File: config.mk
export PLATFORM = sky130hd
export DESIGN_NAME = pcm_port_c_upper_pin_mux
export DESIGN_NICKNAME = d
export VERILOG_FILES = /design/src/design/pcm_pkg.sv /design/src/design/pcm_port_c_upper_pin_mux.sv
export VERILOG_INCLUDE_DIRS = /design/src /design/src/design
export SDC_FILE = /design/constraint.sdc
export NUM_CORES = 1
export LEC_CHECK = 0
export ABC_CLOCK_PERIOD_IN_PS = 1900
export BUFFER_PORTS_ARGS = -buffer_cell sky130_fd_sc_hd__buf_2
export CAP_MARGIN = 40
export CORE_ASPECT_RATIO = 2
export CORE_MARGIN = 4
export CORE_UTILIZATION = 40
export DETAILED_ROUTE_END_ITERATION = 8
export HOLD_SLACK_MARGIN = 0.03
export PLACE_DENSITY = 0.77
export SLEW_MARGIN = 25
export SYNTH_ARGS = -nofsm -noshare
export SYNTH_HDL_FRONTEND = slang
export SYNTH_SLANG_ARGS = --single-unit
File: constraint.sdc
create_clock -name clk_in -period 1.9 [get_ports clk_in]
set_input_delay 0.095 -clock clk_in [delete_from_list [all_inputs] [get_ports clk_in]]
set_output_delay 0.095 -clock clk_in [all_outputs]
set_load 0.02 [all_outputs]
File: src/design/pcm_consts.svh
// register offsets, reset values and pin positions of the port c pin mux
`ifndef PCM_CONSTS_SVH
`define PCM_CONSTS_SVH

// apb byte offsets
`define PCM_OFF_PIN_STATE 8'h00
`define PCM_OFF_OUT_LATCH 8'h04
`define PCM_OFF_PIN_DIR 8'h08

// reset values: every pin an input, latch cleared
`define PCM_DIR_RESET 8'hff
`define PCM_LATCH_RESET 8'h00

// pin positions
`define PCM_BIT_CC2 1
`define PCM_BIT_SCK 3
`define PCM_BIT_SDI 4
`define PCM_BIT_SDO 5
`define PCM_BIT_TX 6
`define PCM_BIT_RX 7

`endif

File: src/design/pcm_pkg.sv
// types shared by the port c pin mux
`default_nettype none
package pcm_pkg;

    // mode of the synchronous serial unit as seen by the pins
    typedef enum logic [1:0]
    {
        PCM_SSU_OFF = 2'h0,
        PCM_SSU_SPI = 2'h1,
        PCM_SSU_I2C = 2'h2
    } pcm_ssu_mode_t;

    // usart operating mode as seen by the pins
    typedef enum logic [1:0]
    {
        PCM_USART_OFF = 2'h0,
        PCM_USART_ASYNC = 2'h1,
        PCM_USART_SYNC_MASTER = 2'h2,
        PCM_USART_SYNC_SLAVE = 2'h3
    } pcm_usart_mode_t;

    // per-pin drive pair
    typedef struct packed
    {
        logic oe;
        logic val;
    } pcm_drive_t;

endpackage

`default_nettype wire

File: src/design/pcm_port_c_upper_pin_mux.sv
// port c pin mux: apb register file, pin drive selection, peripheral input routing
//
// The address map and the APB slave port are this design's own decisions.
`timescale 1ns/1ps
`default_nettype none
`include "pcm_consts.svh"

module pcm_port_c_upper_pin_mux
    import pcm_pkg::*;
(
    // clock and reset
    input wire logic clk_in,
    input wire logic reset_n_in,
    // apb slave
    input wire logic psel_in,
    input wire logic penable_in,
    input wire logic pwrite_in,
    input wire logic [7:0] paddr_in,
    input wire logic [31:0] pwdata_in,
    output logic [31:0] prdata_out,
    output logic pready_out,
    output logic pslverr_out,
    // port c pins
    input wire logic [7:0] pin_in,
    output logic [7:0] pin_out,
    output logic [7:0] pin_oe_out,
    // synchronous serial unit side
    input wire pcm_ssu_mode_t ssu_mode_in,
    input wire logic ssu_smbus_levels_in,
    input wire logic spi_sck_drive_in,
    input wire logic spi_sdo_drive_in,
    input wire logic i2c_scl_drive_in,
    input wire logic i2c_sda_drive_in,
    output logic spi_sck_sense_out,
    output logic spi_sdi_sense_out,
    output logic i2c_scl_sense_out,
    output logic i2c_sda_sense_out,
    output logic [1:0] pin_smbus_levels_out,
    // usart side
    input wire pcm_usart_mode_t usart_mode_in,
    input wire logic usart_tx_drive_in,
    input wire logic usart_sync_clock_drive_in,
    input wire logic usart_sync_data_drive_in,
    input wire logic usart_sync_data_sending_in,
    output logic usart_rx_sense_out,
    output logic usart_sync_clock_sense_out,
    output logic usart_sync_data_sense_out,
    // capture/compare two side
    input wire logic cc2_pin_select_in,
    input wire logic cc2_drive_in,
    input wire logic cc2_drive_en_in,
    input wire logic port_b_bit3_in,
    output logic cc2_capture_out,
    output logic port_b_bit3_cc2_out,
    output logic port_b_bit3_cc2_en_out
);

    // =====================================================================
    // apb decode
    // =====================================================================

    logic [7:0] output_latch_c_r;
    logic [7:0] pin_direction_c_r;
    logic [31:0] prdata_r;
    logic pslverr_r;
    logic setup_phase;
    logic wr_access;
    logic hit_pin_state;
    logic hit_out_latch;
    logic hit_pin_dir;
    logic addr_mapped;
    logic [2:0] reg_sel;

    // map an apb offset to one of the three registers
    function automatic logic [2:0] decode_offset(input logic [7:0] addr);
        logic [2:0] sel;
        sel = 3'h0;
        unique case (addr)
            `PCM_OFF_PIN_STATE: sel = 3'h1;
            `PCM_OFF_OUT_LATCH: sel = 3'h2;
            `PCM_OFF_PIN_DIR: sel = 3'h4;
            default: sel = 3'h0;
        endcase
        return sel;
    endfunction

    // decoded strobes
    assign setup_phase = psel_in & ~penable_in;
    assign wr_access = psel_in & penable_in & pwrite_in;
    assign reg_sel = decode_offset(paddr_in);
    assign hit_pin_state = reg_sel[0];
    assign hit_out_latch = reg_sel[1];
    assign hit_pin_dir = reg_sel[2];
    assign addr_mapped = |reg_sel;

    // zero wait states: read data is already captured during setup
    assign pready_out = 1'b1;
    assign prdata_out = prdata_r;
    assign pslverr_out = pslverr_r & psel_in & penable_in;

    // =====================================================================
    // registers
    // =====================================================================

    // output latch: writes to either port register land in the latch
    always_ff @(posedge clk_in)
    begin
        if (!reset_n_in)
        begin
            output_latch_c_r <= `PCM_LATCH_RESET;
        end
        else if (wr_access && (hit_out_latch || hit_pin_state))
        begin
            output_latch_c_r <= pwdata_in[7:0];
        end
    end

    // direction register, all inputs after reset
    always_ff @(posedge clk_in)
    begin
        if (!reset_n_in)
        begin
            pin_direction_c_r <= `PCM_DIR_RESET;
        end
        else if (wr_access && hit_pin_dir)
        begin
            pin_direction_c_r <= pwdata_in[7:0];
        end
    end

    // read data captured in setup; latch and direction read stored values, pin state reads the pin levels
    always_ff @(posedge clk_in)
    begin
        if (!reset_n_in)
        begin
            prdata_r <= 32'h0000_0000;
            pslverr_r <= 1'b0;
        end
        else if (setup_phase)
        begin
            pslverr_r <= ~addr_mapped;
            prdata_r <= 32'h0000_0000;
            if (hit_pin_state)
            begin
                prdata_r <= {24'h00_0000, pin_in};
            end
            else if (hit_out_latch)
            begin
                prdata_r <= {24'h00_0000, output_latch_c_r};
            end
            else if (hit_pin_dir)
            begin
                prdata_r <= {24'h00_0000, pin_direction_c_r};
            end
        end
    end

    // =====================================================================
    // pin drive selection
    // =====================================================================

    pcm_drive_t [7:0] drive_nxt;
    pcm_drive_t [7:0] port_drive;
    logic ssu_spi;
    logic ssu_i2c;

    // plain port drive from direction bit and latch
    function automatic pcm_drive_t port_default(input logic dir, input logic lat);
        pcm_drive_t d;
        d.oe = ~dir;
        d.val = lat;
        return d;
    endfunction

    // one default drive per pin
    genvar gi;
    generate
        for (gi = 0; gi < 8; gi++)
        begin : g_port
            assign port_drive[gi] =
                port_default(pin_direction_c_r[gi], output_latch_c_r[gi]);
        end
    endgenerate

    assign ssu_spi = (ssu_mode_in == PCM_SSU_SPI);
    assign ssu_i2c = (ssu_mode_in == PCM_SSU_I2C);

    // peripherals claim pins ahead of port data
    always_comb
    begin
        drive_nxt = port_drive;
        // bit 1: capture/compare two output, only when it lives here
        if (cc2_pin_select_in && cc2_drive_en_in && !pin_direction_c_r[`PCM_BIT_CC2])
        begin
            drive_nxt[`PCM_BIT_CC2] = '{oe: 1'b1, val: cc2_drive_in};
        end
        // bit 3: spi clock master, or i2c clock open drain
        if (ssu_spi && !pin_direction_c_r[`PCM_BIT_SCK])
        begin
            drive_nxt[`PCM_BIT_SCK] = '{oe: 1'b1, val: spi_sck_drive_in};
        end
        else if (ssu_i2c)
        begin
            // open drain: pull low only, direction bit ignored
            drive_nxt[`PCM_BIT_SCK] = '{oe: ~i2c_scl_drive_in, val: 1'b0};
        end
        // bit 4: i2c data open drain; spi leaves it to the port as input
        if (ssu_i2c)
        begin
            drive_nxt[`PCM_BIT_SDI] = '{oe: ~i2c_sda_drive_in, val: 1'b0};
        end
        // bit 5: spi data out
        if (ssu_spi && !pin_direction_c_r[`PCM_BIT_SDO])
        begin
            drive_nxt[`PCM_BIT_SDO] = '{oe: 1'b1, val: spi_sdo_drive_in};
        end
        // bit 6 and bit 7: usart
        unique case (usart_mode_in)
            PCM_USART_ASYNC:
            begin
                // transmit drives even if software left the pin an input
                drive_nxt[`PCM_BIT_TX] = '{oe: 1'b1, val: usart_tx_drive_in};
            end
            PCM_USART_SYNC_MASTER:
            begin
                drive_nxt[`PCM_BIT_TX] = '{oe: 1'b1, val: usart_sync_clock_drive_in};
            end
            PCM_USART_SYNC_SLAVE:
            begin
                // clock comes in; pin keeps port drive, software sets it input
            end
            PCM_USART_OFF:
            begin
                drive_nxt[`PCM_BIT_TX] = port_drive[`PCM_BIT_TX];
            end
        endcase
        // sync data owns bit 7 only while sending, master or slave alike
        if (usart_mode_in[1] && usart_sync_data_sending_in)
        begin
            drive_nxt[`PCM_BIT_RX] = '{oe: 1'b1, val: usart_sync_data_drive_in};
        end
    end

    // pin drive registered so pads never see decode glitches
    always_ff @(posedge clk_in)
    begin
        if (!reset_n_in)
        begin
            pin_out <= 8'h00;
            pin_oe_out <= 8'h00; // every pin an input at reset
        end
        else
        begin
            for (int i = 0; i < 8; i++)
            begin
                pin_out[i] <= drive_nxt[i].val;
                pin_oe_out[i] <= drive_nxt[i].oe;
            end
        end
    end

    // =====================================================================
    // peripheral input routing
    // =====================================================================

    // pin levels back to the serial unit
    always_ff @(posedge clk_in)
    begin
        if (!reset_n_in)
        begin
            spi_sck_sense_out <= 1'b0;
            spi_sdi_sense_out <= 1'b0;
            i2c_scl_sense_out <= 1'b1;
            i2c_sda_sense_out <= 1'b1;
            pin_smbus_levels_out <= 2'h0;
        end
        else
        begin
            spi_sck_sense_out <= pin_in[`PCM_BIT_SCK];
            spi_sdi_sense_out <= pin_in[`PCM_BIT_SDI];
            i2c_scl_sense_out <= pin_in[`PCM_BIT_SCK];
            i2c_sda_sense_out <= pin_in[`PCM_BIT_SDI];
            // pad threshold select only matters while i2c owns the pins
            pin_smbus_levels_out <= {2{ssu_i2c & ssu_smbus_levels_in}};
        end
    end

    // pin levels back to the usart
    always_ff @(posedge clk_in)
    begin
        if (!reset_n_in)
        begin
            usart_rx_sense_out <= 1'b1;
            usart_sync_clock_sense_out <= 1'b0;
            usart_sync_data_sense_out <= 1'b0;
        end
        else
        begin
            usart_rx_sense_out <= pin_in[`PCM_BIT_RX];
            usart_sync_clock_sense_out <= pin_in[`PCM_BIT_TX];
            usart_sync_data_sense_out <= pin_in[`PCM_BIT_RX];
        end
    end

    // capture/compare two follows its pin select
    always_ff @(posedge clk_in)
    begin
        if (!reset_n_in)
        begin
            cc2_capture_out <= 1'b0;
            port_b_bit3_cc2_out <= 1'b0;
            port_b_bit3_cc2_en_out <= 1'b0;
        end
        else
        begin
            cc2_capture_out <= cc2_pin_select_in ? pin_in[`PCM_BIT_CC2]
                                                 : port_b_bit3_in;
            port_b_bit3_cc2_out <= cc2_drive_in;
            port_b_bit3_cc2_en_out <= ~cc2_pin_select_in & cc2_drive_en_in;
        end
    end

endmodule // pcm_port_c_upper_pin_mux

`default_nettype wire

==> flow_summary.toml, run 1 <==
[global_routing]
grt_pass1_vias = 1760
globalRouteOverflowTotal = 0
antenna_found_initial = 0
grt_pass1_wl_mm = 7.94
grt_max_degree = 39
grt_usage_pct = 15.3

[timing]
setup_viol = 0
hold_viol = 0
setup_tns_ns = 0
max_freq_ghz = 0.808
slew_viol_final = 0
period_needed_ns = 1.24
slew_headroom_pct = 60.5
skew_ns = 0.000944
rsz0062_at_grt = "false"
period_share_pct = 65.1
worst_slew_pin_slew_ns = 0.592

[logic_synthesis]
async_flop_share_pct = 0
synth_common_cells = "dfxtp_1, nor2b_1, buf_4, nand2_1, mux2i_1"
synthMuxAreaShare_pct = 9.12
yosysTopAreaCell = "dfxtp_1"
synth_top_family_by_area = "simple AND/OR/NAND/NOR gates"
synthCells = 243
yosysSeqAreaShare_pct = 45.2
synth_ff_type = "dfxtp_1"
synth_compound_area_share_pct = 8.09
synth_top_area_share_pct = 45.2
yosys.area_share.xor_xnor_pct = 0
synth-seq-cells = 52
avgSynthCellArea_sq_um = 9.48
ys_types = 31
ys_warn_count = 0
yosys.area_share.adder_pct = 1.09
yosysMostFrequentCell = "dfxtp_1"
synth_area_sq_um = 2300
yosys.area_share.simple_pct = 25.0
synth-edff-count = 0
synth_area_leaders = "dfxtp_1, mux2i_1, buf_4, nor2b_1, nand2_1"

[critical_path]
cp-end-kind = "register"
arrival_ns = 1.47
worst-setup-path-type = "in -> reg"
startpoint_type = "input port"
worstPathMaxFanout = 8
crit_required_ns = 2.13

[placed_design]
portBuffers = 82
hpwlAfterDp_mm = 4.01
finalWeightedCongestion = 0.706

[power_and_ir_drop]
pwr-share-clk_pct = 31.8
peakVddDrop_v = 0.000530
power_density_nw_per_um2 = 703
p_comb_share_pct = 12.7
internal-power_mw = 1.50
seq_power_share_pct = 55.5
p_leak_nw = 1.30
p_sw_mw = 0.501
p_sw_share_pct = 25.0

[floorplan]
start_util_pct = 41.8
die_w_microns = 61.7
num_rows = 38
die_area_sq_um = 7110
die_h_microns = 115
io_pins = 132
core_sq_um = 5520

[routing]
num_vias = 1904
viasPerCell = 4.86
detail-route-antenna-nets = 0
first_pass_iters = 4
wl_per_cell_microns = 13.4
drt_iter0_markers = 68
drc = 0
wl_mm = 5.26

[clocking]
clk_pin_slew_ns = 0.09
htree_levels = 2
cts_root_buf = "clkbuf_8"
clock_sinks = 52
numCtsBuffers = 5
cts_tree = "yes"
insertion_delay_ns = 0.30
clockBufferDepth = 2

[layout]
layout-drive-gt1-share_pct = 29.5
n_antenna_cell = 0
finalNetCount = 403
finalCoreUtilization_pct = 51.6
area_delta_synth_final_pct = 23.5

[hold_path]
hp-class = "in -> reg"

[outcome]
status = "completed"

[job]
drv_cap = 0
==> metal layers <==
metal / share of wire, % / wire length [microns] / track usage [%]
met1: 33 / 1710 / 14.1
met2: 57 / 3000 / 28.8
met3: 7.0 / 369 / 3.48
met4: 3.4 / 181 / 8.22
met5: 0 / 0 / 0
==> per-stage QoR <==
step | hold slack, ns | cells | cell area [sq um] | setup slack, ns | power (mW)
after floorplan | 0.196 | 266 | 2390 | 0.419 | 1.32
after global placement | 0.311 | 377 | 2690 | 0.405 | 1.37
after detailed placement | 0.308 | 377 | 2690 | 0.346 | 1.38
after CTS | 0.0364 | 391 | 2840 | 0.663 | 2.03
after global routing | 0.0332 | 392 | 2850 | 0.606 | 2.10
final | 0.0441 | 392 | 2850 | 0.662 | 2.00
==> worst paths after layout <==
| check | slack, ns | start | depth (start not counted) | end |
|---|---|---|---|---|
| worst max-delay path | 0.66 | paddr_in[5] | 5 | pin_direction_c_r[7] |
| worst min-delay path | 0.04 | pwdata_in[7] | 3 | output_latch_c_r[7] |
| worst max register to register | 0.90 | output_latch_c_r[6] | 3 | prdata_out[6] |
| worst min register to register | 0.42 | pin_direction_c_r[0] | 1 | pin_oe_out[0] |
==> power groups by stage <==
stage	sequential (mW)	clock (mW)	combinational [mW]
after global placement	1.14	0	0.237
after global routing	1.11	0.705	0.278
after floorplan	1.16	0	0.164
after CTS	1.11	0.661	0.253
final	1.11	0.636	0.254
after detailed placement	1.14	0	0.243
==> sequential cells by signal, summed over array words and instances (netlist names), 8 cells and up <==
signal / cells
output_latch_c_r: 8
pin_direction_c_r: 8
pin_oe_out: 8
pin_out: 8
prdata_out: 8
==> worst max-delay path, cell delays in order <==
cell and delay [ns]:
buf_2 0.10, or4_4 0.57, nor4_4 0.23, buf_4 0.26, mux2i_1 0.21
==> cell families after synthesis <==
logic type / after synthesis
mux: 21
fa+ha+maj: 2
compound gates: 26
other cells: 2
flops: 52
buf+inv: 43
simple gates: 97
==> final cells by class <==
| class | count | area (sq um) |
|---|---|---|
| tap | 60 | 75.1 |
| sequential | 52 | 1040 |
| inverter | 6 | 22.5 |
| timing repair buffer | 95 | 526 |
| fill | 530 | 2670 |
| clock buffer | 8 | 90.1 |
| multi-input combinational | 171 | 1090 |
==> timing repair <==
| item | 4_1_cts | 5_1_grt |
|---|---|---|
| endpoints found under the hold margin | 8 | 1 |
| setup buffers | 0 | 0 |
| hold buffers | 6 | 1 |
| resized for setup | 0 | 0 |
==> cells in the final DEF, fill, tap and decap left out, types with 3 or more instances in the layout <==
master / Yosys / layout
buf_2: 0 / 82
dfxtp_1: 52 / 52
nor2b_1: 29 / 29
nand2_1: 26 / 26
conb_1: 2 / 25
mux2i_1: 21 / 21
nand2b_1: 11 / 11
and2_1: 9 / 9
o221ai_1: 8 / 8
o22ai_1: 7 / 7
dlygate4sd3_1: 0 / 7
inv_1: 6 / 6
clkbuf_8: 0 / 6
buf_4: 26 / 6
a21boi_0: 4 / 4
nor2_1: 3 / 3
nand3_1: 3 / 3
nand3b_1: 3 / 3
o21ai_0: 3 / 3
(Power assumes the default switching activity.)
==> run 2, diff against run 1 <==
ABC_CLOCK_PERIOD_IN_PS = 1200   (was 1900)
clock period = 1.2 ns   (was 1.9 ns; I/O delays follow)
==> run 2 against run 1 <==
Net effect: utilization rose by 3.4 points; clock skew rose by 0.0043 ns; total power rose by 75%; final area rose by 6.6%; final cell count rose by 3.6%; hold slack got worse by 0.0070 ns; sequential cell count did not move; clock power rose by 100%; critical path type unchanged; largest power group unchanged.
==> flow_summary.toml, run 2 (synthesis gave the netlist of run 1 again) <==
[layout]
layout-drive-gt1-share_pct = 30.6
fillers = 494
fin_area_sq_um = 3030
finalCoreUtilization_pct = 55.0
final_cell_mix = "buf_2, dfxtp_1, nor2b_1"
fin_cells = 406
area_delta_synth_final_pct = 31.5
layout_commonest_cell = "buf_2"
finalNetCount = 417
n_antenna_cell = 0

[placed_design]
dp.cells = 383
hpwlAfterDp_mm = 4.13
portBuffers = 82
pre_cts_ws_ns = -0.276
dpl_cell_area_sq_um = 2760
finalWeightedCongestion = 0.718

[timing]
period_needed_ns = 1.14
skew_ns = 0.00529
setup_viol = 0
rsz0062_at_grt = "false"
period_share_pct = 94.6
holdWs_ns = 0.0371
hold_viol = 0
setup_tns_ns = 0
slew_viol_final = 0
fin_ws_ns = 0.0648
max_freq_ghz = 0.881

[power_and_ir_drop]
peakVddDrop_v = 0.000822
p_comb_share_pct = 12.6
finalPower_mw = 3.50
p_sw_mw = 0.830
pwr-share-clk_pct = 37.1
power_density_nw_per_um2 = 1150
p_sw_share_pct = 23.7
internal-power_mw = 2.67
seq_power_share_pct = 50.3
p_leak_nw = 1.39

[clocking]
post_cts_buffers = 0
numCtsBuffers = 5
htree_levels = 2
clockBufferDepth = 2
clk_pin_slew_ns = 0.09
insertion_delay_ns = 0.30
cts.repair.resized = 0
cts_tree = "yes"
cts_root_buf = "clkbuf_8"
clock_sinks = 52

[critical_path]
timing.rr.end = "prdata_out[6]"
r2r_setup_slack_ns = 0.19
crit_required_ns = 1.44
cp-end-kind = "register"
startpoint_type = "input port"
arrival_ns = 1.38
ff2ff_path_depth = 3
worstPathMaxFanout = 5
worst-setup-path-type = "in -> reg"
rr_startpoint = "output_latch_c_r[6]"

[routing]
viasPerCell = 4.87
wl_mm = 5.63
wl_per_cell_microns = 13.9
drc = 0
first_pass_iters = 4
detail-route-antenna-nets = 0
num_vias = 1977
drt_iter0_markers = 53

[global_routing]
grt_usage_pct = 16.1
grt_max_degree = 36
grt_pass1_wl_mm = 8.45
antenna_found_initial = 0
globalRouteOverflowTotal = 0
grt_pass1_vias = 1875

[job]
drv_cap = 0

[outcome]
status = "completed"

[hold_path]
hp-class = "in -> reg"
whs_path_depth = 3
hp-start = "spi_sdo_drive_in"
hold_end = "pin_out[5]"

[floorplan]
die_h_microns = 115
num_rows = 38
core_sq_um = 5520
start_util_pct = 41.8
io_pins = 132
die_w_microns = 61.7
die_area_sq_um = 7110
## run 2: cell count changes in the layout (fill, tap and decap cells not counted), sizes merged
cell         change
buf              +6
dlygate4sd3      +8
bufinv           +1
clkbuf           -1
## run 2: layout make-up
type                       instances  area, sq um  share of cell area [%]
tap                               60         75.1                    2.48
clock inverter                     1         30.0                   0.991
timing repair buffer             109          676                    22.3
inverter                           6         22.5                   0.743
sequential                        52         1040                    34.3
clock buffer                       7         96.3                    3.18
multi-input combinational        171         1090                    36.0
## run 2: worst max-delay path, stage by stage
cell,delay (ns)
buf_2,0.10
or4_4,0.58
nor4_4,0.25
buf_4,0.20
mux2i_1,0.18
## run 2: power groups by stage
stage	clock [mW]	combinational (mW)	sequential, mW
2_1_floorplan	0	0.260	1.84
3_3_place_gp	0	0.392	1.80
3_5_place_dp	0	0.399	1.80
4_1_cts	1.32	0.439	1.76
5_1_grt	1.40	0.479	1.76
6_report	1.30	0.441	1.76
## run 2: worst max path at each step
stage | start | to | slack (ns)
6_report | paddr_in[5] | pin_direction_c_r[7] | 0.06
2_1_floorplan | paddr_in[5] | output_latch_c_r[0] | -0.25
5_1_grt | paddr_in[5] | pin_direction_c_r[4] | 0.0004
3_5_place_dp | paddr_in[5] | output_latch_c_r[5] | -0.28
4_1_cts | paddr_in[5] | output_latch_c_r[4] | 0.03
3_3_place_gp | paddr_in[5] | pin_direction_c_r[7] | -0.24
## run 2: per-layer routing
metal | track usage (%) | vias to the layer above | part of all wire (%)
met5 | 0 | - | 0
met4 | 7.51 | 0 | 1.8
met3 | 2.36 | 7 | 6.4
met2 | 30.4 | 77 | 57
met1 | 15.9 | 927 | 34
li1 | - | 966 | -
## run 2: timing repair
item,4_1_cts,5_1_grt
endpoints found under the setup margin,0,3
endpoints found under the hold margin,20,0
hold buffers,15,0
